### src/common/sfp_pkg.sv
package sfp_pkg;
	// ==========================================
	// widths and depths
	localparam int DATA_W = 8;
	localparam int BUF_DEPTH = 2;
	localparam int CNT_W = 2;
	localparam int DIV_W = 3;
	// ==========================================
	// timing
	localparam int CLK_PERIOD_NS = 50;
	localparam int IFCLK_NOMINAL_MHZ = 60;
	localparam int IFCLK_PERIOD_NS = 400;
	localparam int IFCLK_HALF_CYCLES_INT = IFCLK_PERIOD_NS / (2 * CLK_PERIOD_NS);
	localparam logic [DIV_W-1:0] IFCLK_HALF_LAST = DIV_W'(IFCLK_HALF_CYCLES_INT - 1);
	// ==========================================
	// reset values and full count
	localparam logic [CNT_W-1:0] CNT_RESET = 2'h0;
	localparam logic [CNT_W-1:0] CNT_FULL = 2'h2;
	localparam logic [DIV_W-1:0] DIV_RESET = 3'h0;
	localparam logic [DATA_W-1:0] DATA_RESET = 8'h00;
	localparam logic [2:0] CTL_RESET = 3'h7;
	// control sample field positions
	localparam int CTL_RD = 0;
	localparam int CTL_WR = 1;
	localparam int CTL_OE = 2;
	// ==========================================
	// port modes
	typedef enum logic {
		SFP_MODE_OFF,
		SFP_MODE_SYNC
	} sfp_mode_t;
endpackage : sfp_pkg

### src/rtl/sfp_host_port.sv
`timescale 1ns/1ps
`default_nettype none
module sfp_host_port (
	// clock and reset
	input wire logic CLOCK_I,
	input wire logic RST_B_I,
	// mode control
	input wire logic FIFO_CFG_CH1_I,
	input wire logic MODE_CMD_I,
	output logic SYNC_ACTIVE_O,
	output logic CH2_AVAILABLE_O,
	// receive path from usb buffers
	input wire logic [sfp_pkg::DATA_W-1:0] RX_DATA_I,
	input wire logic RX_VALID_I,
	output logic RX_READY_O,
	// transmit path to usb buffers
	output logic [sfp_pkg::DATA_W-1:0] TX_DATA_O,
	output logic TX_VALID_O,
	input wire logic TX_READY_I,
	// fifo pins
	output logic INTERFACE_CLOCK_O,
	output logic RX_DATA_AVAILABLE_N_O,
	output logic TX_SPACE_AVAILABLE_N_O,
	input wire logic READ_N_I,
	input wire logic WRITE_N_I,
	input wire logic OUTPUT_ENABLE_N_I,
	input wire logic [sfp_pkg::DATA_W-1:0] FIFO_DATA_BUS_I,
	output logic [sfp_pkg::DATA_W-1:0] FIFO_DATA_BUS_O,
	output logic FIFO_DATA_BUS_OE
);
	// ==========================================
	// state
	typedef struct packed {
		sfp_pkg::sfp_mode_t mode;
		logic [sfp_pkg::DIV_W-1:0] div;
		logic ifclk;
		logic [2:0] ctl_s1;
		logic [2:0] ctl_s2;
		logic [sfp_pkg::DATA_W-1:0] bus_s1;
		logic [sfp_pkg::DATA_W-1:0] bus_s2;
		logic [sfp_pkg::BUF_DEPTH-1:0][sfp_pkg::DATA_W-1:0] rx_mem;
		logic rx_wp;
		logic rx_rp;
		logic [sfp_pkg::CNT_W-1:0] rx_cnt;
		logic [sfp_pkg::BUF_DEPTH-1:0][sfp_pkg::DATA_W-1:0] tx_mem;
		logic tx_wp;
		logic tx_rp;
		logic [sfp_pkg::CNT_W-1:0] tx_cnt;
		logic rx_avail_n;
		logic tx_space_n;
		logic [sfp_pkg::DATA_W-1:0] bus_out;
		logic bus_oe;
		logic rx_ready;
		logic tx_valid;
		logic [sfp_pkg::DATA_W-1:0] tx_data;
		logic active;
	} sfp_state_t;

	sfp_state_t st_q;
	sfp_state_t st_d;
	logic rise;
	logic active;
	logic rx_push;
	logic rx_pop;
	logic tx_push;
	logic tx_pop;

	// ==========================================
	// next state
	always_comb begin
		st_d = st_q;
		// pin synchronisers, second stage feeds logic
		st_d.ctl_s1 = {OUTPUT_ENABLE_N_I, WRITE_N_I, READ_N_I};
		st_d.ctl_s2 = st_q.ctl_s1;
		st_d.bus_s1 = FIFO_DATA_BUS_I;
		st_d.bus_s2 = st_q.bus_s1;
		// interface clock divider
		rise = 1'b0;
		if (st_q.div == sfp_pkg::IFCLK_HALF_LAST) begin
			st_d.div = sfp_pkg::DIV_RESET;
			st_d.ifclk = ~st_q.ifclk;
			rise = ~st_q.ifclk;
		end else begin
			st_d.div = st_q.div + 3'h1;
		end
		// mode selection, channel one only
		unique case (st_q.mode)
			sfp_pkg::SFP_MODE_OFF: begin
				if (FIFO_CFG_CH1_I && MODE_CMD_I) begin
					st_d.mode = sfp_pkg::SFP_MODE_SYNC;
				end
			end
			sfp_pkg::SFP_MODE_SYNC: begin
				if (!FIFO_CFG_CH1_I) begin
					st_d.mode = sfp_pkg::SFP_MODE_OFF;
				end
			end
		endcase
		active = (st_q.mode == sfp_pkg::SFP_MODE_SYNC);
		// fifo pin transfers on interface clock rising edge, usb side transfers every clock
		rx_pop = active && rise && !st_q.rx_avail_n && !st_q.ctl_s2[sfp_pkg::CTL_RD];
		tx_push = active && rise && !st_q.tx_space_n && !st_q.ctl_s2[sfp_pkg::CTL_WR];
		rx_push = RX_VALID_I && st_q.rx_ready;
		tx_pop = st_q.tx_valid && TX_READY_I;
		// receive buffer
		if (rx_push) begin
			st_d.rx_mem[st_q.rx_wp] = RX_DATA_I;
			st_d.rx_wp = ~st_q.rx_wp;
		end
		if (rx_pop) begin
			st_d.rx_rp = ~st_q.rx_rp;
		end
		st_d.rx_cnt = st_q.rx_cnt + {1'b0, rx_push} - {1'b0, rx_pop};
		// transmit buffer
		if (tx_push) begin
			st_d.tx_mem[st_q.tx_wp] = st_q.bus_s2;
			st_d.tx_wp = ~st_q.tx_wp;
		end
		if (tx_pop) begin
			st_d.tx_rp = ~st_q.tx_rp;
		end
		st_d.tx_cnt = st_q.tx_cnt + {1'b0, tx_push} - {1'b0, tx_pop};
		// registered outputs
		st_d.active = (st_d.mode == sfp_pkg::SFP_MODE_SYNC);
		st_d.rx_avail_n = !(st_d.active && st_d.rx_cnt != sfp_pkg::CNT_RESET);
		st_d.tx_space_n = !(st_d.active && st_d.tx_cnt != sfp_pkg::CNT_FULL);
		st_d.rx_ready = (st_d.rx_cnt != sfp_pkg::CNT_FULL);
		st_d.tx_valid = (st_d.tx_cnt != sfp_pkg::CNT_RESET);
		st_d.tx_data = st_d.tx_mem[st_d.tx_rp];
		st_d.bus_out = st_d.rx_mem[st_d.rx_rp];
		st_d.bus_oe = st_d.active && !st_q.ctl_s2[sfp_pkg::CTL_OE];
	end

	// ==========================================
	// registers
	always_ff @(posedge CLOCK_I) begin
		if (!RST_B_I) begin
			st_q <= '0;
			st_q.mode <= sfp_pkg::SFP_MODE_OFF;
			st_q.div <= sfp_pkg::DIV_RESET;
			st_q.ctl_s1 <= sfp_pkg::CTL_RESET;
			st_q.ctl_s2 <= sfp_pkg::CTL_RESET;
			st_q.rx_cnt <= sfp_pkg::CNT_RESET;
			st_q.tx_cnt <= sfp_pkg::CNT_RESET;
			st_q.rx_avail_n <= 1'b1;
			st_q.tx_space_n <= 1'b1;
			st_q.rx_ready <= 1'b1;
			st_q.bus_out <= sfp_pkg::DATA_RESET;
			st_q.tx_data <= sfp_pkg::DATA_RESET;
		end else begin
			st_q <= st_d;
		end
	end

	// ==========================================
	// outputs
	assign SYNC_ACTIVE_O = st_q.active;
	assign CH2_AVAILABLE_O = ~st_q.active;
	assign RX_READY_O = st_q.rx_ready;
	assign TX_DATA_O = st_q.tx_data;
	assign TX_VALID_O = st_q.tx_valid;
	assign INTERFACE_CLOCK_O = st_q.ifclk;
	assign RX_DATA_AVAILABLE_N_O = st_q.rx_avail_n;
	assign TX_SPACE_AVAILABLE_N_O = st_q.tx_space_n;
	assign FIFO_DATA_BUS_O = st_q.bus_out;
	assign FIFO_DATA_BUS_OE = st_q.bus_oe;
endmodule : sfp_host_port
`default_nettype wire

### config.mk
export PLATFORM = sky130hd
export DESIGN_NAME = sfp_host_port
export DESIGN_NICKNAME = d
export VERILOG_FILES = /design/src/common/sfp_pkg.sv /design/src/rtl/sfp_host_port.sv
export SDC_FILE = /design/constraint.sdc
export NUM_CORES = 1
export LEC_CHECK = 0
export BUFFER_PORTS_ARGS = -buffer_cell sky130_fd_sc_hd__buf_2
export CAP_MARGIN = 20
export CORE_MARGIN = 2
export CORE_UTILIZATION = 30
export DETAILED_ROUTE_END_ITERATION = 10
export SLEW_MARGIN = 30
export SYNTH_ARGS = -nofsm -noshare
export SYNTH_HDL_FRONTEND = slang
export SYNTH_SLANG_ARGS = --single-unit
export TNS_END_PERCENT = 5
### constraint.sdc
create_clock -name CLOCK_I -period 3.2 [get_ports CLOCK_I]
set_input_delay 0.16 -clock CLOCK_I [delete_from_list [all_inputs] [get_ports CLOCK_I]]
set_output_delay 0.16 -clock CLOCK_I [all_outputs]
set_load 0.1 [all_outputs]
## Yosys cells after proc, flatten, opt, wreduce, memory -nomap -nowiden

Cells that the tools add are included.

- Register bits after elaboration: 88

- Add/subtract/negate cells: 5
- $lt $le $gt $ge: 6
- Eq/ne operators: 3
- Mux-type cells: 18
- Bitwise operators: 7
- Reductions and logical operators: 23

Operators with widths:

| cell | number |
|---|---|
| $mux W8 | 6 |
| $mux W17 | 2 |
| $bwmux W16 | 2 |
| $demux W8 S1 | 2 |
| $logic_and A1 B1 Y1 | 13 |
| $lt A1 B2 Y1 const B | 4 |
| $logic_not A1 Y1 | 7 |
| $not A1 Y1 | 7 |
| $mux W1 | 5 |
| $add A2 B1 Y2 | 2 |
| $ne A2 B2 Y1 const B | 2 |
| $reduce_bool A2 Y1 | 2 |
| $sub A2 B1 Y2 | 2 |
| $add A3 B1 Y3 const B | 1 |
| $eq A3 B2 Y1 const B | 1 |
| $ge A1 B1 Y1 const B | 2 |
| $pmux W1 S2 | 1 |
| $reduce_or A2 Y1 | 1 |

## Logic depth before layout (Yosys ltp)

Gate-level depths: netlist of run 1.

- Word-level depth: 10
- Mapped depth: 11
- Gate-level depth less buffers: 11

## Least setup slack after synthesis of run 1

OpenSTA, ideal clock, no wires.

- Path type: register to register
- From: register, netlist name SYNC_ACTIVE_O
- To: register st_q (netlist bit TX_VALID_O)
- Library setup time: 0.123 ns
- Data arrival time: 2.597 ns
- Required time: 3.077 ns
- Setup slack: 0.480 ns
- Stages on the path, launching flop included: 10
- Path buffers: 0
- Period minus slack after synthesis: 2.720 ns
- Path through: dfxtp_1 > nand3b_4 > or3_1 > ha_1 > inv_1 > ha_1 > xor2_1 > xnor2_1 > nor2_1 > or2_2

RTL lines:

| item | RTL line | text |
|---|---|---|
| end signal, assigned | sfp_host_port.sv:151 | `st_q <= st_d;` |
| end, declared | sfp_host_port.sv:59 | `sfp_state_t st_q;` |

## Worst setup path after layout of run 1

- From: register st_q[85] (netlist name)
- To: register st_q (netlist bit TX_VALID_O)

- Word-level cells in the longest chain between the ends: 8

Ends and longest elaborated chain:

| item | RTL line | text |
|---|---|---|
| $eq A3 B2 Y1 | sfp_host_port.sv:79 | `if (st_q.div == sfp_pkg::IFCLK_HALF_LAST) begin` |
| $mux W1 | sfp_host_port.sv:79 |  |
| $logic_and A1 B1 Y1 (3 in series) | sfp_host_port.sv:102 | `tx_push = active && rise && !st_q.tx_space_n && !st_q.ctl_s2[sfp_pkg::CTL_WR];` |
| $add A2 B1 Y2 | sfp_host_port.sv:122 | `st_d.tx_cnt = st_q.tx_cnt + {1'b0, tx_push} - {1'b0, tx_pop};` |
| $sub A2 B1 Y2 | sfp_host_port.sv:122 |  |
| $reduce_bool A2 Y1 | sfp_host_port.sv:128 | `st_d.tx_valid = (st_d.tx_cnt != sfp_pkg::CNT_RESET);` |

No other way between the ends.
A chain may end at the register's enable or synchronous reset.

==> key figures, run 1 <==
Worst hold path
  – Hold-critical path endpoint: st_d[66]
  – Hold path depth: 2
  – Hold Crit Class: primary input to flip-flop
  – Min-delay src: FIFO_DATA_BUS_I[4]

Placement
  – Dpl cell area: 3260 um^2
  – Pre-CTS setup slack: 0.710 ns
  – PortBufs: 48
  – Detailed placer's ending HPWL: 3390 um
  – Routability-driven placement congestion ratio: 0.712

STA
  – FMAX: between 0.4 and 0.5 GHz
  – Endpoints failing setup: 0
  – Clock Skews: roughly 0.0064 ns
  – Crit path time final: 2.49 ns
  – Post-route setup slack: about 0.71 ns
  – Worst slew margin: 0.499
  – Final Max Tran Viols: 0
  – Final Hold Slack: 0.0192 ns
  – Setup TNS Final: 0 ns
  – RSZ-0062 raised after global routing: false
  – Final Cycle Share: 0.778
  – Measured slew at the worst slew-check pin: 0.751 ns
  – Hold Fails Final Rpt: 0

Clock network
  – Post-CTS Setup Bufs: 0
  – Clk sinks: 88
  – CTS Hold Buffers Added: 5
  – Later-pin clock latency in the skew report: 0.34 ns
  – CTS Buf Count: 9
  – Clk Tree Root Cell: clkbuf_8
  – # H-tree levels: 3
  – Post-CTS Resized: 0
  – Clk slew on worst S/H paths: 0.08 ns
  – CTS Buffer Depth: 2
  – CTS tree: done

Routing
  – Vias/cell: 4.07
  – Vias: 1828
  – DR pass1 iterations: 4
  – DRT iter0 DRCs: 69
  – DR DRC count: 0
  – Wirelength per Cell: 11.4 um
  – WL final: 5100 um
  – Post-DRT Antenna Nets: 0

Power and ir drop
  – Power Dens Cells: 661 nW/um^2
  – Worst VDD drop: 0.245 mV
  – Leak Pwr: around 1.7 nW

Global routing
  – Largest net degree at the start of global routing: 33
  – GRT Residual Overflow: 0
  – Initial antenna violation count: 0
  – Global-route wire length before repair: approximately 8800 um
  – Number of global-route vias before repair: between 1500 and 2000
  – Gr usage total: 0.103

Floorplanning
  – Core ar.: ~9800 um^2
  – Initial core utilization: 0.308
  – Chip Width: between 100 and 150 um
  – # rows: 36
  – Die area: 10900 um^2
  – I/O pin total: 49
  – DIE HEIGHT: 104 um

Cells and area
  – Final Core Density: 0.362
  – Synth-to-layout area growth: 17.3%
  – Fraction of layout cells with a size suffix above 1: 0.225
  – Post-route cell area: 3540 um^2
  – Nets: 343
  – Number of diodes: 0
  – Final-layout fill cell count: 995

Logic synthesis
  – Most numerous cell in the Yosys netlist: dfxtp_1
  – FF+latch count, synth: 88
  – Post-synth top area share: 0.584
  – Seq/Total Area, Yosys: 0.584
  – Post-Syn Area: 3010 um^2
  – Main area contributors after synthesis: dfxtp_1 58%, mux2i_1 11%, nor2_1 4.7%
  – Async SR Flop Fraction: 0
  – Post-synth top cells: 88 x dfxtp_1, 38 x nor2_1, 32 x mux2i_1, 18 x and2_1, 16 x buf_4
  – Post-synth EDFFs: 0
  – Synth Instances: 274
  – Ys flop type: dfxtp_1
  – Mapped Nets: 305
  – Average size of a mapped cell: ~11 um^2
  – Area leader, netlist: dfxtp_1
  – Synth Warn #: 0
  – Unique cell type count in the Yosys netlist: 28

Critical path
  – Crit-path most repeated cell: ha_1
  – Reg-to-reg setup timing slack: ~0.71 ns
  – Crit. End Element: flip-flop
  – Reg2reg path depth: 11
  – FF-to-FF End: TX_VALID_O
  – Slowest CP cell: dfxtp_1
  – Crit-path cells: ha_1 > ha_1 > nand3b_4 > or3_1 > ha_1 > inv_1 > ha_1 > xor2_1 > xnor2_1 > nor2_1 > or2_2
  – Worst r2r src: st_q[85]
  – Critical Path Start Type: flip-flop
  – Setup CP Type: flip-flop to flip-flop
  – Crit path max fanout: 4
  – CP arrival: 2.72 ns
  – Critical Path RT: 3.43 ns
  – Worst path bufs/invs: 1
  – Delay-heaviest family, CP: adder cells
  – Crit-path max cell delay: 0.34 ns

Flow run
  – Max-cap viol count: 0

Status
  – Result of the run: complete, no violations
## cell usage in the layout (no fill, tap or decap), types with 2 or more instances in the layout
cell type / count
mux2i_1: 32
nand2_1: 7
inv_1: 9
o21ai_0: 3
clkbuf_8: 11
ha_1: 6
bufinv_16: 2
and2_1: 18
buf_2: 48
or2_2: 3
a2bb2oi_1: 8
xor2_1: 3
dfxtp_1: 88
clkinv_4: 2
dlygate4sd3_1: 5
nand2b_1: 9
a21oi_1: 2
o22ai_1: 8
nor2_1: 38
xnor2_1: 4
## cells by family after synthesis
| group | count (synthesis) | synth area share |
|---|---|---|
| flops | 88 | 0.584 |
| simple gates | 83 | 0.143 |
| buf+inv | 36 | 0.0681 |
| mux | 33 | 0.111 |
| compound gates | 21 | 0.0482 |
| xor+xnor | 7 | 0.0203 |
| fa+ha+maj | 6 | 0.0249 |
## worst max path at each step
| stage | start | end | cells after the start |
|---|---|---|---|
| floorplan | SYNC_ACTIVE_O | TX_VALID_O | 9 |
| global placement | st_q[85] | TX_VALID_O | 11 |
| detailed placement | st_q[85] | TX_VALID_O | 11 |
| CTS | st_q[85] | TX_VALID_O | 11 |
| global route | st_q[85] | TX_VALID_O | 11 |
| finish | st_q[85] | TX_VALID_O | 11 |
## sequential cells by signal (all words and copies together), names as in the netlist
name	flops
st_q	54
st_d	11
FIFO_DATA_BUS_O	8
TX_DATA_O	8
FIFO_DATA_BUS_OE	1
INTERFACE_CLOCK_O	1
RX_DATA_AVAILABLE_N_O	1
RX_READY_O	1
SYNC_ACTIVE_O	1
TX_SPACE_AVAILABLE_N_O	1
TX_VALID_O	1
## metal layers
layer / wire length (um) / GRT usage / vias to the layer above / share of wire
li1: - / - / 957 / -
met1: 2530 / 0.132 / 827 / 0.49
met2: 2270 / 0.156 / 38 / 0.44
met3: 219 / 0.0357 / 6 / 0.043
met4: 90 / 0.0463 / 0 / 0.018
met5: 0 / 0 / - / 0
## stage by stage
step	power (mW)	instances
after global routing	2.45	449
after detailed placement	1.51	429
after global placement	1.51	429
after CTS	2.37	449
after floorplan	1.46	274
final	2.34	449
## where the power goes
group,total [mW],internal [mW],switching (mW),leakage (nW)
Clock,0.850,0.481,0.370,0.116
Sequential,1.17,1.15,0.0219,0.719
Combinational,0.312,0.0894,0.223,0.903
## area by class of cell
cell class	instances	area, um^2	area share
clock inverters	4	77.6	0.0219
multi-input cells	150	1050	0.296
repair buffers	54	298	0.0842
flip-flops and latches	88	1760	0.498
well taps	133	166	0.0471
clock buffers	11	151	0.0428
inverters	9	33.8	0.00955
(Power assumes the default switching activity.)
==> run 2, diff against run 1 <==
==> constraint.sdc (replaced) <==
create_clock -name CLOCK_I -period 2.35 [get_ports CLOCK_I]
set_input_delay 0.1175 -clock CLOCK_I [delete_from_list [all_inputs] [get_ports CLOCK_I]]
set_output_delay 0.1175 -clock CLOCK_I [all_outputs]
set_load 0.1 [all_outputs]
==> run 2 against run 1 <==
Compared with the run above:
- non-clock buffer count is 14 higher
- count of clock-buffer cells in the layout is 1 lower
- via count is 5.3% higher
- worst hold slack better by 0.025 ns
- cell count is 3.3% higher
- critical endpoint unchanged
- largest cell class unchanged
- highest routed layer unchanged
==> key figures, run 2 (same netlist as run 1, synthesis figures left out) <==
Critical path
  – Critical Path Stages: 11 (unchanged)
  – Crit-path cells: ha_4 > ha_4 > nand3b_4 > or3_4 > ha_4 > inv_1 > ha_2 > xor2_1 > xnor2_1 > nor2_1 > or2_4
  – Setup crit start: st_q[85]
  – CP arrival: 2.53 ns (-0.19 ns)
  – Critical Path Start Type: flip-flop
  – Worst r2r src: st_q[85]
  – Slowest CP cell: dfxtp_2
  – Delay-heaviest family, CP: simple AND/OR/NAND/NOR gates
  – Critical Path RT: 2.60 ns (-0.83 ns)
  – Crit path max fanout: 2 (-2)
  – Crit-path max cell delay: 0.36 ns (+0.02 ns)
  – Reg2reg path depth: 11 (unchanged)
  – Crit-path most repeated cell: ha_4
  – Worst path bufs/invs: 1 (unchanged)
  – Setup CP Type: flip-flop to flip-flop
  – Crit. End Element: flip-flop

Placement
  – PortBufs: 48 (unchanged)
  – Detailed placer's ending HPWL: 3540 um (+4.4%)
  – Pre-CTS setup slack: -0.0819 ns (-0.792 ns)
  – Routability-driven placement congestion ratio: 0.674 (-5.3%)

Clock network
  – CTS tree: done
  – Later-pin clock latency in the skew report: 0.35 ns (about the same)
  – CTS Buf Count: 9 (unchanged)
  – Clk sinks: 88 (unchanged)
  – # H-tree levels: 3 (unchanged)
  – Clk slew on worst S/H paths: 0.09 ns (about the same)
  – Clk Tree Root Cell: clkbuf_8
  – CTS Buffer Depth: 2 (unchanged)

Floorplanning
  – Chip Width: 104 um (unchanged)
  – DIE HEIGHT: 104 um (unchanged)
  – Core ar.: 9770 um^2 (unchanged)
  – I/O pin total: 49 (unchanged)
  – # rows: 36 (unchanged)
  – Initial core utilization: 0.308 (unchanged)
  – Die area: 10900 um^2 (unchanged)

STA
  – FMAX: 0.438 GHz (+9.0%)
  – RSZ-0062 raised after global routing: true
  – Post-route setup slack: 0.0661 ns (-0.644 ns)
  – Worst slew margin: 0.582 (+0.0832)
  – Endpoints failing setup: 0 (unchanged)
  – Measured slew at the worst slew-check pin: 0.625 ns (-0.126 ns)
  – Final Cycle Share: 0.972 (+0.194)
  – Final Max Tran Viols: 0 (unchanged)
  – Crit path time final: 2.28 ns (-0.206 ns)
  – Final Hold Slack: 0.0444 ns (+0.0251 ns)
  – Clock Skews: 0.0119 ns (+0.00548 ns)
  – Setup TNS Final: 0 ns (unchanged)
  – Hold Fails Final Rpt: 0 (unchanged)

Power and ir drop
  – Total Power: 3.25 mW (+39%)
  – Worst VDD drop: 0.419 mV (+71%)
  – Power Dens Cells: 871 nW/um^2 (+32%)
  – Leak Pwr: 1.82 nW (+4.7%)

Cells and area
  – Commonest cells after routing, fill and taps aside: 82 x dfxtp_1, 48 x buf_2, 38 x nor2_1
  – Final Core Density: 0.382 (+0.0202)
  – Synth-to-layout area growth: 23.9%
  – Biggest register: st_q
  – Register area: 1770 um^2 (+0.43%)
  – Final-layout fill cell count: 995 (unchanged)
  – Commonest non-fill, non-tap cell in the layout: dfxtp_1
  – Multi-input logic area: 1110 um^2 (+6.3%)
  – Number of diodes: 0 (unchanged)
  – Nets: 357 (+4.1%)
  – Fraction of layout cells with a size suffix above 1: 0.281 (+0.0563)
  – Max reg flops: 54 (unchanged)

Routing
  – DR pass1 iterations: 4 (unchanged)
  – Post-DRT Antenna Nets: 0 (unchanged)
  – DR DRC count: 0 (unchanged)
  – WL final: 5440 um (+6.5%)
  – Vias: 1924 (+5.3%)
  – DRT iter0 DRCs: 87 (+26%)
  – Vias/cell: 4.15 (+1.8%)
  – Wirelength per Cell: 11.7 um (+3.1%)

Status
  – Result of the run: complete, no violations

Global routing
  – GRT Residual Overflow: 0 (unchanged)
  – Initial antenna violation count: 0 (unchanged)
  – Gr usage total: 0.103 (-0.000266)
  – Number of global-route vias before repair: 1898 (+3.9%)
  – Largest net degree at the start of global routing: 33 (unchanged)
  – Global-route wire length before repair: 8710 um (-0.63%)

Worst hold path
  – Hold path depth: 3 (+1)
  – Hold Crit Class: primary input to flip-flop
  – Min-delay src: RX_DATA_I[7]

Flow run
  – Max-cap viol count: 0 (unchanged)
==> run 2: cell types whose count changed in the layout (fill, tap and decap cells not counted), sizes merged <==
cell / change
buf: +8
clkbuf: -1
clkinv: -1
dlygate4sd3: +6
inv: +3
==> run 2: final timing paths <==
check,slack [ns],end
setup / recovery,0.07,TX_VALID_O
hold / removal,0.04,st_q[61]
hold reg to reg,0.42,st_q[80]
setup reg to reg,0.07,TX_VALID_O
==> run 2: routing by layer <==
layer,global-route usage,share of wire
met1,0.119,0.47
met2,0.173,0.47
met3,0.0307,0.040
met4,0.0492,0.017
met5,0,0
==> run 2: what timing repair did <==
item / in CTS / in global routing
endpoints found under the setup margin: 1 / 3
resized for setup: 10 / 4
cloned: 0 / 0
setup buffers: 1 / 0
hold buffers: 11 / 0
pin swaps: 6 / 4
hold endpoints to repair: 11 / 0
==> run 2: final cells by class <==
class	instances	area share
sequential	88	0.474
multi-input combinational	150	0.298
tap	133	0.0446
clock buffer	10	0.0369
timing repair buffer	68	0.112
clock inverter	6	0.0255
inverter	9	0.00905
==> run 2: through the flow <==
step	area [um^2]	cells
2_1_floorplan	3020	274
3_3_place_gp	3310	436
3_5_place_dp	3310	436
4_1_cts	3710	464
5_1_grt	3730	464
6_report	3730	464
==> run 2: where the power goes <==
group	internal (mW)	switching, mW	total [mW]
sequential	1.57	0.0339	1.60
combinational	0.148	0.315	0.463
clock	0.641	0.543	1.18
total	2.36	0.892	3.25
==> run 2: worst reg2reg max path: stages (launching register included) <==
cell and delay, ns:
dfxtp_2 0.36, ha_4 0.14, ha_4 0.14, nand3b_4 0.07, or3_4 0.35, ha_4 0.27, inv_1 0.04, ha_2 0.17
xor2_1 0.16, xnor2_1 0.18, nor2_1 0.08, or2_4 0.23
